`config.mk`:
```
export PLATFORM = sky130hd
export DESIGN_NAME = dcfc_device_flat
export DESIGN_NICKNAME = d
export VERILOG_FILES = /design/src/verilog/dcfc_pkg.sv /design/src/verilog/dcfc_link_if.sv /design/src/verilog/dcfc_device.sv /design/src/flat_wrapper.sv
export SDC_FILE = /design/constraint.sdc
export NUM_CORES = 1
export LEC_CHECK = 0
export ABC_CLOCK_PERIOD_IN_PS = 3180
export BUFFER_PORTS_ARGS = -buffer_cell sky130_fd_sc_hd__buf_2
export CAP_MARGIN = 20
export CORE_MARGIN = 3
export CORE_UTILIZATION = 52
export CTS_CLUSTER_DIAMETER = 40
export DETAILED_ROUTE_END_ITERATION = 10
export GPL_TIMING_DRIVEN = 0
export PLACE_DENSITY = 0.75
export SYNTH_ARGS = -nofsm -noshare
export SYNTH_HDL_FRONTEND = slang
export SYNTH_SLANG_ARGS = --single-unit
```
`constraint.sdc`:
```
create_clock -name clk_in -period 3.18 [get_ports clk_in]
set_input_delay 0.477 -clock clk_in [delete_from_list [all_inputs] [get_ports clk_in]]
set_output_delay 0.477 -clock clk_in [all_outputs]
set_load 0.005 [all_outputs]
```
`src/verilog/dcfc_pkg.sv`:
```
package dcfc_pkg;

	// Flow control register layout: shadow bit and the two enable bits.
	localparam int DCFC_SHADOW_BIT = 2;
	localparam int DCFC_FCEN_HIGH_BIT = 1;
	localparam int DCFC_FCEN_LOW_BIT = 0;
	localparam logic [7:0] DCFC_FLOW_CTL_RST = 8'h00;

	// Jamming preamble byte of alternating ones and zeros.
	localparam logic [7:0] DCFC_PREAMBLE = 8'h55;

	// Backoff slot of 512 bit times at 10 Mb/s, as a count of 40 MHz cycles.
	localparam int DCFC_CLK_PERIOD_NS = 25;
	localparam int DCFC_SLOT_TIME_NS = 51200;
	localparam int DCFC_SLOT_CYCLES = (DCFC_SLOT_TIME_NS + DCFC_CLK_PERIOD_NS - 1) / DCFC_CLK_PERIOD_NS;
	localparam int DCFC_SLOT_W = $clog2(DCFC_SLOT_CYCLES);
	localparam int DCFC_BACKOFF_CAP = 10;

	// Field widths of the host settings.
	localparam int DCFC_RETRY_W = 4;
	localparam int DCFC_COLLISION_WINDOW_W = 6;
	localparam int DCFC_GAP_W = 7;

	// Seed of the backoff random generator; any nonzero value works.
	localparam logic [15:0] DCFC_LFSR_SEED = 16'hace1;

	typedef enum logic [2:0] {
		ST_IDLE,
		ST_JAM,
		ST_GAP,
		ST_DEFER,
		ST_SEND,
		ST_BACKOFF
	} dcfc_tx_state_e;

	typedef enum logic [1:0] {
		NS_IDLE,
		NS_SEND,
		NS_DROP
	} dcfc_node_state_e;

endpackage
```
`src/verilog/dcfc_link_if.sv`:
```
`timescale 1ns/1ps
`default_nettype none

// Shared medium between the controller and the remote node, both on one clock.
interface dcfc_link_if;
	logic dev_tx_valid;
	logic [7:0] dev_tx_data;
	logic dev_tx_ready;
	logic dev_carrier;
	logic node_tx_valid;
	logic [7:0] node_tx_data;

	modport device (
		output dev_tx_valid,
		output dev_tx_data,
		output dev_carrier,
		input dev_tx_ready,
		input node_tx_valid,
		input node_tx_data
	);

	modport node (
		input dev_tx_valid,
		input dev_tx_data,
		input dev_carrier,
		output dev_tx_ready,
		output node_tx_valid,
		output node_tx_data
	);
endinterface

`default_nettype wire

```
`src/verilog/dcfc_device.sv`:
```
`timescale 1ns/1ps
`default_nettype none

// Summary of operation
// RQ1 - Both duplex bits clear gives half duplex.
// RQ2 - Both duplex bits set gives full duplex.
// RQ3 - Host keeps both duplex bits equal.
// RQ4 - Host idles transmit and receive while switching.
// RQ5 - No negotiation; full duplex set by hand.
// RQ6 - Half duplex defers while the medium is busy.
// RQ7 - Early collision: keep request, back off, restart.
// RQ8 - Retry limit reached: abort, clear request, flag.
// RQ9 - Every abort raises the transmit error event.
// RQ10 - Late collision aborts at once, no retry.
// RQ11 - Half duplex loops own frames back by default.
// RQ12 - Loopback disable bit stops half duplex looping.
// RQ13 - Full duplex: concurrent, no collisions, no retries.
// RQ14 - Full duplex loops back only when enabled.
// RQ15 - Full duplex loopback kills driver, line, link.
// RQ16 - Looped frames take the normal receive path.
// RQ17 - Half duplex low enable jams with preamble.
// RQ18 - Request during jam: stop, gap, then send.
// RQ19 - Jamming resumes after the frame ends.
// RQ20 - Clearing low enable ends jamming.
// RQ21 - Host jams only closed, tested networks.
// RQ22 - Shadow bit mirrors the MAC duplex bit.
// RQ23 - Half duplex jam on for codes 11, 01.
// RQ24 - Retry count clears on each accepted request.
module dcfc_device
	import dcfc_pkg::*;
#(
	parameter int LEN_W = 11,
	parameter int FIFO_DEPTH = 2
) (
	// Clock and reset
	input wire logic clk_in,
	input wire logic rst_in,
	// Host control bits
	input wire logic mac_full_duplex_select_in,
	input wire logic phy_duplex_select_in,
	input wire logic half_duplex_loopback_disable_in,
	input wire logic phy_loopback_enable_in,
	input wire logic [1:0] flow_ctl_enable_in,
	input wire logic receive_enable_in,
	input wire logic [DCFC_RETRY_W-1:0] retry_limit_in,
	input wire logic [DCFC_COLLISION_WINDOW_W-1:0] collision_window_in,
	input wire logic [DCFC_GAP_W-1:0] back_to_back_gap_in,
	// Transmit request and frame fetch
	input wire logic transmit_request_set_in,
	input wire logic [LEN_W-1:0] tx_length_in,
	output logic [LEN_W-1:0] tx_fetch_addr_out,
	input wire logic [7:0] tx_fetch_data_in,
	// Status
	output logic transmit_request_out,
	output logic transmit_aborted_flag_out,
	output logic tx_error_out,
	output logic full_duplex_shadow_out,
	output logic [7:0] flow_ctl_reg_out,
	output logic duplex_mismatch_out,
	output logic jamming_out,
	output logic link_up_out,
	// Received bytes toward the filters
	output logic rx_valid_out,
	output logic [7:0] rx_data_out,
	output logic receive_in_progress_out,
	// Medium
	dcfc_link_if.device link
);

	localparam int PTR_W = (FIFO_DEPTH > 1) ? $clog2(FIFO_DEPTH) : 1;
	localparam int CNT_W = $clog2(FIFO_DEPTH + 1);

	dcfc_tx_state_e state_reg, state_next;
	logic req_reg, req_next;
	logic abort_reg, abort_next;
	logic err_reg, err_next;
	logic [DCFC_RETRY_W-1:0] retry_reg, retry_next;
	logic [LEN_W-1:0] idx_reg, idx_next;
	logic [LEN_W-1:0] sent_reg, sent_next;
	logic [DCFC_GAP_W-1:0] gap_reg, gap_next;
	logic [DCFC_BACKOFF_CAP-1:0] slot_reg, slot_next;
	logic [DCFC_SLOT_W-1:0] cyc_reg, cyc_next;
	logic [15:0] lfsr_reg, lfsr_next;
	logic [7:0] mem_reg [FIFO_DEPTH];
	logic [7:0] mem_next [FIFO_DEPTH];
	logic [PTR_W-1:0] wr_reg, wr_next, rd_reg, rd_next;
	logic [CNT_W-1:0] cnt_reg, cnt_next;
	logic rx_valid_reg, rx_valid_next;
	logic [7:0] rx_data_reg, rx_data_next;
	logic rx_busy_reg, rx_busy_next;

	logic full_mode, jam_on, loop_on, driver_en, medium_busy, collision;
	logic push, pop, flush, finish;
	logic [DCFC_RETRY_W-1:0] k;
	logic [DCFC_BACKOFF_CAP-1:0] mask;

	// Duplex follows the two select bits directly, with no negotiation. [RQ1] [RQ2] [RQ5]
	assign full_mode = mac_full_duplex_select_in && phy_duplex_select_in;
	// Unequal bits are undefined; the logic then acts as half duplex. [RQ3]
	assign duplex_mismatch_out = mac_full_duplex_select_in ^ phy_duplex_select_in;
	assign jam_on = !full_mode && flow_ctl_enable_in[DCFC_FCEN_LOW_BIT]; // [RQ17] [RQ23]
	assign loop_on = full_mode ? phy_loopback_enable_in : !half_duplex_loopback_disable_in; // [RQ11] [RQ12] [RQ14]
	assign driver_en = !(full_mode && phy_loopback_enable_in); // [RQ15]
	assign link_up_out = driver_en; // [RQ15]
	assign medium_busy = !full_mode && link.node_tx_valid; // [RQ6]
	assign collision = !full_mode && (state_reg == ST_SEND) && link.node_tx_valid; // [RQ13]

	assign push = (state_reg == ST_SEND) && !collision && (idx_reg < tx_length_in) && (cnt_reg < CNT_W'(FIFO_DEPTH));
	// A stalled receiver holds the buffer; with the driver off bytes drain into loopback only.
	assign pop = (state_reg == ST_SEND) && !collision && (cnt_reg != '0) && (link.dev_tx_ready || !driver_en);

	assign link.dev_carrier = driver_en && ((state_reg == ST_SEND) || (state_reg == ST_JAM));
	assign link.dev_tx_valid = driver_en && (((state_reg == ST_SEND) && (cnt_reg != '0)) || (state_reg == ST_JAM));
	assign link.dev_tx_data = (state_reg == ST_JAM) ? DCFC_PREAMBLE : mem_reg[rd_reg]; // [RQ17]

	assign tx_fetch_addr_out = idx_reg;
	assign transmit_request_out = req_reg;
	assign transmit_aborted_flag_out = abort_reg;
	assign tx_error_out = err_reg;
	assign full_duplex_shadow_out = mac_full_duplex_select_in; // [RQ22]
	always_comb begin
		flow_ctl_reg_out = DCFC_FLOW_CTL_RST;
		flow_ctl_reg_out[DCFC_SHADOW_BIT] = mac_full_duplex_select_in; // [RQ22]
		flow_ctl_reg_out[DCFC_FCEN_HIGH_BIT] = flow_ctl_enable_in[1];
		flow_ctl_reg_out[DCFC_FCEN_LOW_BIT] = flow_ctl_enable_in[0];
	end
	assign jamming_out = (state_reg == ST_JAM);
	assign rx_valid_out = rx_valid_reg;
	assign rx_data_out = rx_data_reg;
	assign receive_in_progress_out = rx_busy_reg;

	// Backoff window doubles per retry up to the cap.
	always_comb begin
		k = retry_reg + DCFC_RETRY_W'(1);
		if (k >= DCFC_RETRY_W'(DCFC_BACKOFF_CAP)) begin
			mask = '1;
		end else begin
			mask = DCFC_BACKOFF_CAP'((11'h001 << k) - 11'h001);
		end
	end

	always_comb begin
		state_next = state_reg;
		req_next = req_reg;
		abort_next = abort_reg;
		err_next = 1'b0;
		retry_next = retry_reg;
		idx_next = idx_reg;
		sent_next = sent_reg;
		gap_next = gap_reg;
		slot_next = slot_reg;
		cyc_next = cyc_reg;
		lfsr_next = {lfsr_reg[14:0], lfsr_reg[15] ^ lfsr_reg[13] ^ lfsr_reg[12] ^ lfsr_reg[10]};
		mem_next = mem_reg;
		wr_next = wr_reg;
		rd_next = rd_reg;
		cnt_next = cnt_reg;
		flush = 1'b0;
		finish = 1'b0;

		// A new request resets the per-frame retry allowance and the abort flag.
		if (transmit_request_set_in && !req_reg) begin
			req_next = 1'b1;
			abort_next = 1'b0;
			retry_next = '0; // [RQ24]
		end

		if (push) begin
			mem_next[wr_reg] = tx_fetch_data_in;
			wr_next = (wr_reg == PTR_W'(FIFO_DEPTH - 1)) ? '0 : wr_reg + PTR_W'(1);
			idx_next = idx_reg + LEN_W'(1);
		end
		if (pop) begin
			rd_next = (rd_reg == PTR_W'(FIFO_DEPTH - 1)) ? '0 : rd_reg + PTR_W'(1);
			sent_next = sent_reg + LEN_W'(1);
		end
		cnt_next = cnt_reg + CNT_W'(push) - CNT_W'(pop);

		case (state_reg)
			ST_IDLE: begin
				if (req_reg) begin
					state_next = medium_busy ? ST_DEFER : ST_SEND; // [RQ6] [RQ13]
					flush = 1'b1;
				end else if (jam_on) begin
					state_next = ST_JAM; // [RQ17]
				end
			end
			ST_JAM: begin
				if (!jam_on) begin
					state_next = ST_IDLE; // [RQ20]
				end else if (req_reg) begin
					state_next = ST_GAP; // [RQ18]
					gap_next = back_to_back_gap_in;
				end
			end
			ST_GAP: begin
				if (gap_reg == '0) begin
					// Others may start in the gap; the attempt goes ahead and collides normally.
					state_next = ST_SEND; // [RQ18]
					flush = 1'b1;
				end else begin
					gap_next = gap_reg - DCFC_GAP_W'(1);
				end
			end
			ST_DEFER: begin
				if (!medium_busy) begin
					state_next = ST_SEND; // [RQ6]
					flush = 1'b1;
				end
			end
			ST_SEND: begin
				if (collision) begin
					if (sent_reg >= LEN_W'(collision_window_in)) begin
						finish = 1'b1; // [RQ10]
						abort_next = 1'b1;
					end else if (retry_reg == retry_limit_in) begin
						finish = 1'b1; // [RQ8]
						abort_next = 1'b1;
					end else begin
						retry_next = retry_reg + DCFC_RETRY_W'(1); // [RQ7]
						slot_next = lfsr_reg[DCFC_BACKOFF_CAP-1:0] & mask;
						cyc_next = '0;
						state_next = ST_BACKOFF;
						flush = 1'b1;
					end
				end else if ((idx_reg == tx_length_in) && (cnt_reg == '0)) begin
					finish = 1'b1;
				end
			end
			ST_BACKOFF: begin
				if (slot_reg == '0) begin
					state_next = medium_busy ? ST_DEFER : ST_SEND; // [RQ7]
					flush = 1'b1;
				end else if (cyc_reg == DCFC_SLOT_W'(DCFC_SLOT_CYCLES - 1)) begin
					cyc_next = '0;
					slot_next = slot_reg - DCFC_BACKOFF_CAP'(1);
				end else begin
					cyc_next = cyc_reg + DCFC_SLOT_W'(1);
				end
			end
			default: begin
				state_next = ST_IDLE;
			end
		endcase

		if (finish) begin
			req_next = 1'b0; // [RQ8]
			err_next = abort_next; // [RQ9]
			flush = 1'b1;
			state_next = jam_on ? ST_JAM : ST_IDLE; // [RQ19]
		end
		// Every attempt starts the frame over from its first byte.
		if (flush) begin
			idx_next = '0; // [RQ7]
			sent_next = '0;
			wr_next = '0;
			rd_next = '0;
			cnt_next = '0;
		end
	end

	// Looped bytes win over line bytes; in half duplex both at once is a collision anyway.
	always_comb begin
		rx_valid_next = 1'b0;
		rx_data_next = rx_data_reg;
		if (receive_enable_in) begin
			if (loop_on && pop) begin
				rx_valid_next = 1'b1; // [RQ11] [RQ14] [RQ16]
				rx_data_next = mem_reg[rd_reg];
			end else if (driver_en && link.node_tx_valid) begin
				rx_valid_next = 1'b1; // [RQ13] [RQ15]
				rx_data_next = link.node_tx_data;
			end
		end
		rx_busy_next = receive_enable_in && ((loop_on && (state_reg == ST_SEND)) || (driver_en && link.node_tx_valid));
	end

	always_ff @(posedge clk_in or posedge rst_in) begin
		if (rst_in) begin
			state_reg <= ST_IDLE;
			req_reg <= 1'b0;
			abort_reg <= 1'b0;
			err_reg <= 1'b0;
			retry_reg <= '0;
			idx_reg <= '0;
			sent_reg <= '0;
			gap_reg <= '0;
			slot_reg <= '0;
			cyc_reg <= '0;
			lfsr_reg <= DCFC_LFSR_SEED;
			mem_reg <= '{default: 8'h00};
			wr_reg <= '0;
			rd_reg <= '0;
			cnt_reg <= '0;
			rx_valid_reg <= 1'b0;
			rx_data_reg <= 8'h00;
			rx_busy_reg <= 1'b0;
		end else begin
			state_reg <= state_next;
			req_reg <= req_next;
			abort_reg <= abort_next;
			err_reg <= err_next;
			retry_reg <= retry_next;
			idx_reg <= idx_next;
			sent_reg <= sent_next;
			gap_reg <= gap_next;
			slot_reg <= slot_next;
			cyc_reg <= cyc_next;
			lfsr_reg <= lfsr_next;
			mem_reg <= mem_next;
			wr_reg <= wr_next;
			rd_reg <= rd_next;
			cnt_reg <= cnt_next;
			rx_valid_reg <= rx_valid_next;
			rx_data_reg <= rx_data_next;
			rx_busy_reg <= rx_busy_next;
		end
	end

endmodule

`default_nettype wire

```
`src/flat_wrapper.sv`:
```
// flat-port wrapper written by rule: the top's interface ports become plain ports
module dcfc_device_flat import dcfc_pkg::*;
#(
	parameter int LEN_W = 11,
	parameter int FIFO_DEPTH = 2
)
  (clk_in, rst_in, mac_full_duplex_select_in, phy_duplex_select_in, half_duplex_loopback_disable_in, phy_loopback_enable_in, flow_ctl_enable_in, receive_enable_in, retry_limit_in, collision_window_in, back_to_back_gap_in, transmit_request_set_in, tx_length_in, tx_fetch_addr_out, tx_fetch_data_in, transmit_request_out, transmit_aborted_flag_out, tx_error_out, full_duplex_shadow_out, flow_ctl_reg_out, duplex_mismatch_out, jamming_out, link_up_out, rx_valid_out, rx_data_out, receive_in_progress_out, link_dev_tx_valid, link_dev_tx_data, link_dev_carrier, link_dev_tx_ready, link_node_tx_valid, link_node_tx_data);
  dcfc_link_if link_i ();
  input wire logic clk_in;
  input wire logic rst_in;
  input wire logic mac_full_duplex_select_in;
  input wire logic phy_duplex_select_in;
  input wire logic half_duplex_loopback_disable_in;
  input wire logic phy_loopback_enable_in;
  input wire logic [1:0] flow_ctl_enable_in;
  input wire logic receive_enable_in;
  input wire logic [DCFC_RETRY_W-1:0] retry_limit_in;
  input wire logic [DCFC_COLLISION_WINDOW_W-1:0] collision_window_in;
  input wire logic [DCFC_GAP_W-1:0] back_to_back_gap_in;
  input wire logic transmit_request_set_in;
  input wire logic [LEN_W-1:0] tx_length_in;
  output logic [LEN_W-1:0] tx_fetch_addr_out;
  input wire logic [7:0] tx_fetch_data_in;
  output logic transmit_request_out;
  output logic transmit_aborted_flag_out;
  output logic tx_error_out;
  output logic full_duplex_shadow_out;
  output logic [7:0] flow_ctl_reg_out;
  output logic duplex_mismatch_out;
  output logic jamming_out;
  output logic link_up_out;
  output logic rx_valid_out;
  output logic [7:0] rx_data_out;
  output logic receive_in_progress_out;
  output wire logic [$bits(link_i.dev_tx_valid)-1:0] link_dev_tx_valid;
  output wire logic [$bits(link_i.dev_tx_data)-1:0] link_dev_tx_data;
  output wire logic [$bits(link_i.dev_carrier)-1:0] link_dev_carrier;
  input wire logic [$bits(link_i.dev_tx_ready)-1:0] link_dev_tx_ready;
  input wire logic [$bits(link_i.node_tx_valid)-1:0] link_node_tx_valid;
  input wire logic [$bits(link_i.node_tx_data)-1:0] link_node_tx_data;
  assign link_dev_tx_valid = link_i.dev_tx_valid;
  assign link_dev_tx_data = link_i.dev_tx_data;
  assign link_dev_carrier = link_i.dev_carrier;
  assign link_i.dev_tx_ready = link_dev_tx_ready;
  assign link_i.node_tx_valid = link_node_tx_valid;
  assign link_i.node_tx_data = link_node_tx_data;
  dcfc_device #(.LEN_W(LEN_W), .FIFO_DEPTH(FIFO_DEPTH)) u_core (.clk_in(clk_in), .rst_in(rst_in), .mac_full_duplex_select_in(mac_full_duplex_select_in), .phy_duplex_select_in(phy_duplex_select_in), .half_duplex_loopback_disable_in(half_duplex_loopback_disable_in), .phy_loopback_enable_in(phy_loopback_enable_in), .flow_ctl_enable_in(flow_ctl_enable_in), .receive_enable_in(receive_enable_in), .retry_limit_in(retry_limit_in), .collision_window_in(collision_window_in), .back_to_back_gap_in(back_to_back_gap_in), .transmit_request_set_in(transmit_request_set_in), .tx_length_in(tx_length_in), .tx_fetch_addr_out(tx_fetch_addr_out), .tx_fetch_data_in(tx_fetch_data_in), .transmit_request_out(transmit_request_out), .transmit_aborted_flag_out(transmit_aborted_flag_out), .tx_error_out(tx_error_out), .full_duplex_shadow_out(full_duplex_shadow_out), .flow_ctl_reg_out(flow_ctl_reg_out), .duplex_mismatch_out(duplex_mismatch_out), .jamming_out(jamming_out), .link_up_out(link_up_out), .rx_valid_out(rx_valid_out), .rx_data_out(rx_data_out), .receive_in_progress_out(receive_in_progress_out), .link(link_i));
endmodule
```
==> impl_metrics.yaml <==
layout:
  diodes: 0
  syn_to_final_growth_pct: 16.74
  fillCellCount: 956
  drive_gt1_share_pct: 21.35
  nets: 870
  layout.cells.non_filler: 930
cts:
  cts_setup_buffers: 0
  cts_buffer_depth: 2
  cts_sinks: 106
  cts_root_buffer: "clkbuf_16"
  tritoncts: "yes"
  clk_pin_slew_worst_paths_ns: 0.07
  cts_hold_buf: 0
  htree_num_levels: 3
  cts_resized: 0
  cts_buffers: 9
  clk_latency_ns: 0.35
global_routing:
  grt_pass1_wl_mm: 24.98
  antenna_found_initial: 0
  grt-ovfl-total: 0
  grt_usage_pct: 23.31
  grt_pass1_vias: 5273
  grt_max_degree: 40
timing:
  maxSlewViolCount: 0
  setup_violations: 0
  rsz0062_at_grt: "false"
  hold_viol: 0
  worstMarginPinSlew_ns: 1.138
  fin_crit_ns: 3.027
  fmax_ghz: 0.3303
  max_slew_margin_pct: 23.45
  hold_slack_ns: 0.3012
  period_share_pct: 95.19
  skew_ns: 0.006152
yosys:
  synth_seq_area_share_pct: 42.81
  synthCells: 670
  ys_async_sr_fraction_pct: 100.0
  yosys-top-cells-area: "dfrtp_1 39%, ha_1 6.4%, o21ai_0 5.2%, nor2_1 3.8%, dfstp_2 3.4%"
  synth_common_cells: "98 x dfrtp_1, 65 x o21ai_0, 63 x nor2_1"
  synth_edf_count: 0
  synth.distinct_cells: 72
  ys_ff_latch: 106
  synth_warnings: 0
  avgSynthCellArea_um2: 9.283
  ys.flop_type: "dfrtp_1"
  synth.largest_area_cell: "dfrtp_1"
  synth.cell_area_um2: 6220
  synth.most_common_cell: "dfrtp_1"
  synthDominantCellAreaShare_pct: 39.43
floorplanning:
  die_area_um2: 13310
  io_pins: 102
  die_width_um: 115.4
  rows: 39
  core_um2: 11560
  initial_core_util_pct: 53.78
  die_h_um: 115.4
placed_design:
  place_hpwl_mm: 11.38
  gp_congestion: 0.9389
  place_inst: 914
  portBuffers: 95
route:
  ant_nets: 0
  wl_per_cell_um: 16.22
  met2_length_mm: 7.381
  drt_pass1_iterations: 6
  dr_total_vias: 5505
  via_per_inst: 5.919
  highest_layer: "met4"
  drc: 0
  met3_length_um: 836
  drt_wl_total_mm: 15.08
  drt_iter0_markers: 454
  wl_met1_mm: 6.720
setup_path:
  max_stage_delay_ns: 0.54
  cp_top_family: "simple AND/OR/NAND/NOR gates"
  worstReg2RegEnd: "u_core.cnt_reg[1]"
  crit_slowest_cell: "nor3b_2"
  path_cells: "nor3b_2 -> nand2_2 -> a2111o_1 -> clkbuf_1 -> clkbuf_1 -> nor2_1 -> ha_1 -> xor2_1 -> xnor2_1 -> nor2_1"
  crit_path_end_kind: "flip-flop"
  worstSetupPathType: "flip-flop to flip-flop"
  crit_arrival_ns: 3.25
  start_kind: "flip-flop"
  required_ns: 3.40
  r2r_start: "u_core.state_reg[2]"
  crit_cells: 10
  critPathBufInv: 2
  r2r_slack_ns: 0.15
  cp_max_fo: 10
  ff2ff_path_depth: 10
power:
  p_per_area_nw_per_um2: 396.7
  total_power_mw: 2.880
  vdd.ir_drop.worst_mv: 0.3967
  p_leak_nw: 3.550
flow_run:
  drv_cap: 0
run_status:
  outcome: "finished clean"
worst_hold_path:
  hold_path_class: "input pin to asynchronous set/reset pin"
cells by family (layout without fill, tap and decap cells):
logic type,count (synthesis),after routing,share of synthesized area (%)
buf+inv,73,186,5.150
flops,106,106,42.81
other cells,1,5,0.06029
compound gates,183,183,18.75
xor+xnor,25,25,3.520
mux,27,27,4.747
simple gates,223,223,18.53
fa+ha+maj,32,32,6.437
stage by stage:
step / utilization (%) / TNS (ns) / setup WS, ns / area, um2
6_report: 62.78 / 0 / 0.1528 / 7261
3_5_place_dp: 59.95 / -0.05915 / -0.05915 / 6933
2_1_floorplan: - / 0 / 0.4659 / 6238
3_3_place_gp: 59.60 / -0.007877 / -0.007877 / 6893
5_1_grt: 62.78 / 0 / 0.005458 / 7261
4_1_cts: 62.65 / 0 / 0.05431 / 7246
layer usage:
metal,GRT usage (%),vias up
met1,30.43,2672
met3,5.421,15
met2,39.81,196
met4,4.930,0
met5,0,-
li1,-,2622
worst reg2reg max path, stage by stage, from the launching register on:
cell and delay (ns):
dfrtp_1 0.48, nor3b_2 0.54, nand2_2 0.19, a2111o_1 0.49
clkbuf_1 0.24, clkbuf_1 0.26, nor2_1 0.15, ha_1 0.17
xor2_1 0.18, xnor2_1 0.13, nor2_1 0.05
worst max-delay path by stage:
stage / from / to
final: u_core.state_reg[2] / u_core.cnt_reg[1]
after CTS: u_core.tx_fetch_addr_out[1] / u_core.cnt_reg[1]
after floorplan: tx_length_in[1] / u_core.cnt_reg[1]
after global routing: u_core.state_reg[2] / u_core.cnt_reg[1]
after detailed placement: tx_length_in[1] / u_core.cnt_reg[1]
after global placement: tx_length_in[6] / u_core.cnt_reg[1]
report_power, final:
| group | leakage, nW | total (mW) | switching [mW] | internal [mW] |
|---|---|---|---|---|
| Sequential | 1.39 | 1.46 | 0.0514 | 1.41 |
| Clock | 0.146 | 1.18 | 0.487 | 0.689 |
| Combinational | 2.01 | 0.243 | 0.130 | 0.113 |
| Total | 3.55 | 2.88 | 0.669 | 2.21 |
cell usage in the layout (no fill, tap or decap), types with 5 or more instances in the layout:
cell type | netlist | final
nor3b_1 | 6 | 6
and3_1 | 10 | 10
o31ai_1 | 17 | 17
nand2_1 | 46 | 46
nor3_1 | 15 | 15
buf_4 | 10 | 10
mux2_2 | 16 | 16
a21oi_1 | 41 | 41
xor2_1 | 16 | 16
clkbuf_1 | 22 | 24
dfrtp_1 | 98 | 98
ha_1 | 32 | 32
inv_1 | 36 | 35
nor2_1 | 63 | 63
clkbuf_16 | 0 | 9
xnor2_1 | 9 | 9
buf_2 | 1 | 96
nand4_1 | 6 | 6
nor2b_1 | 8 | 8
or4_1 | 9 | 9
o211ai_1 | 5 | 5
o21a_1 | 5 | 5
a31oi_1 | 8 | 7
or3_1 | 6 | 6
nand2b_1 | 8 | 8
dfstp_2 | 8 | 8
nand3_1 | 22 | 22
mux2i_1 | 10 | 10
conb_1 | 1 | 5
o21ai_0 | 65 | 65
layout make-up:
type	instances	area (um2)	area share, %
clock inverter	5	80.08	1.103
buffer	37	185.2	2.550
multi-input combinational	495	3267	44.99
clock buffer	11	232.7	3.205
inverter	36	138.9	1.913
tap	143	178.9	2.464
timing repair buffer	97	515.5	7.100
sequential	106	2663	36.67
No activity file was read; power rests on OpenSTA's default activity.
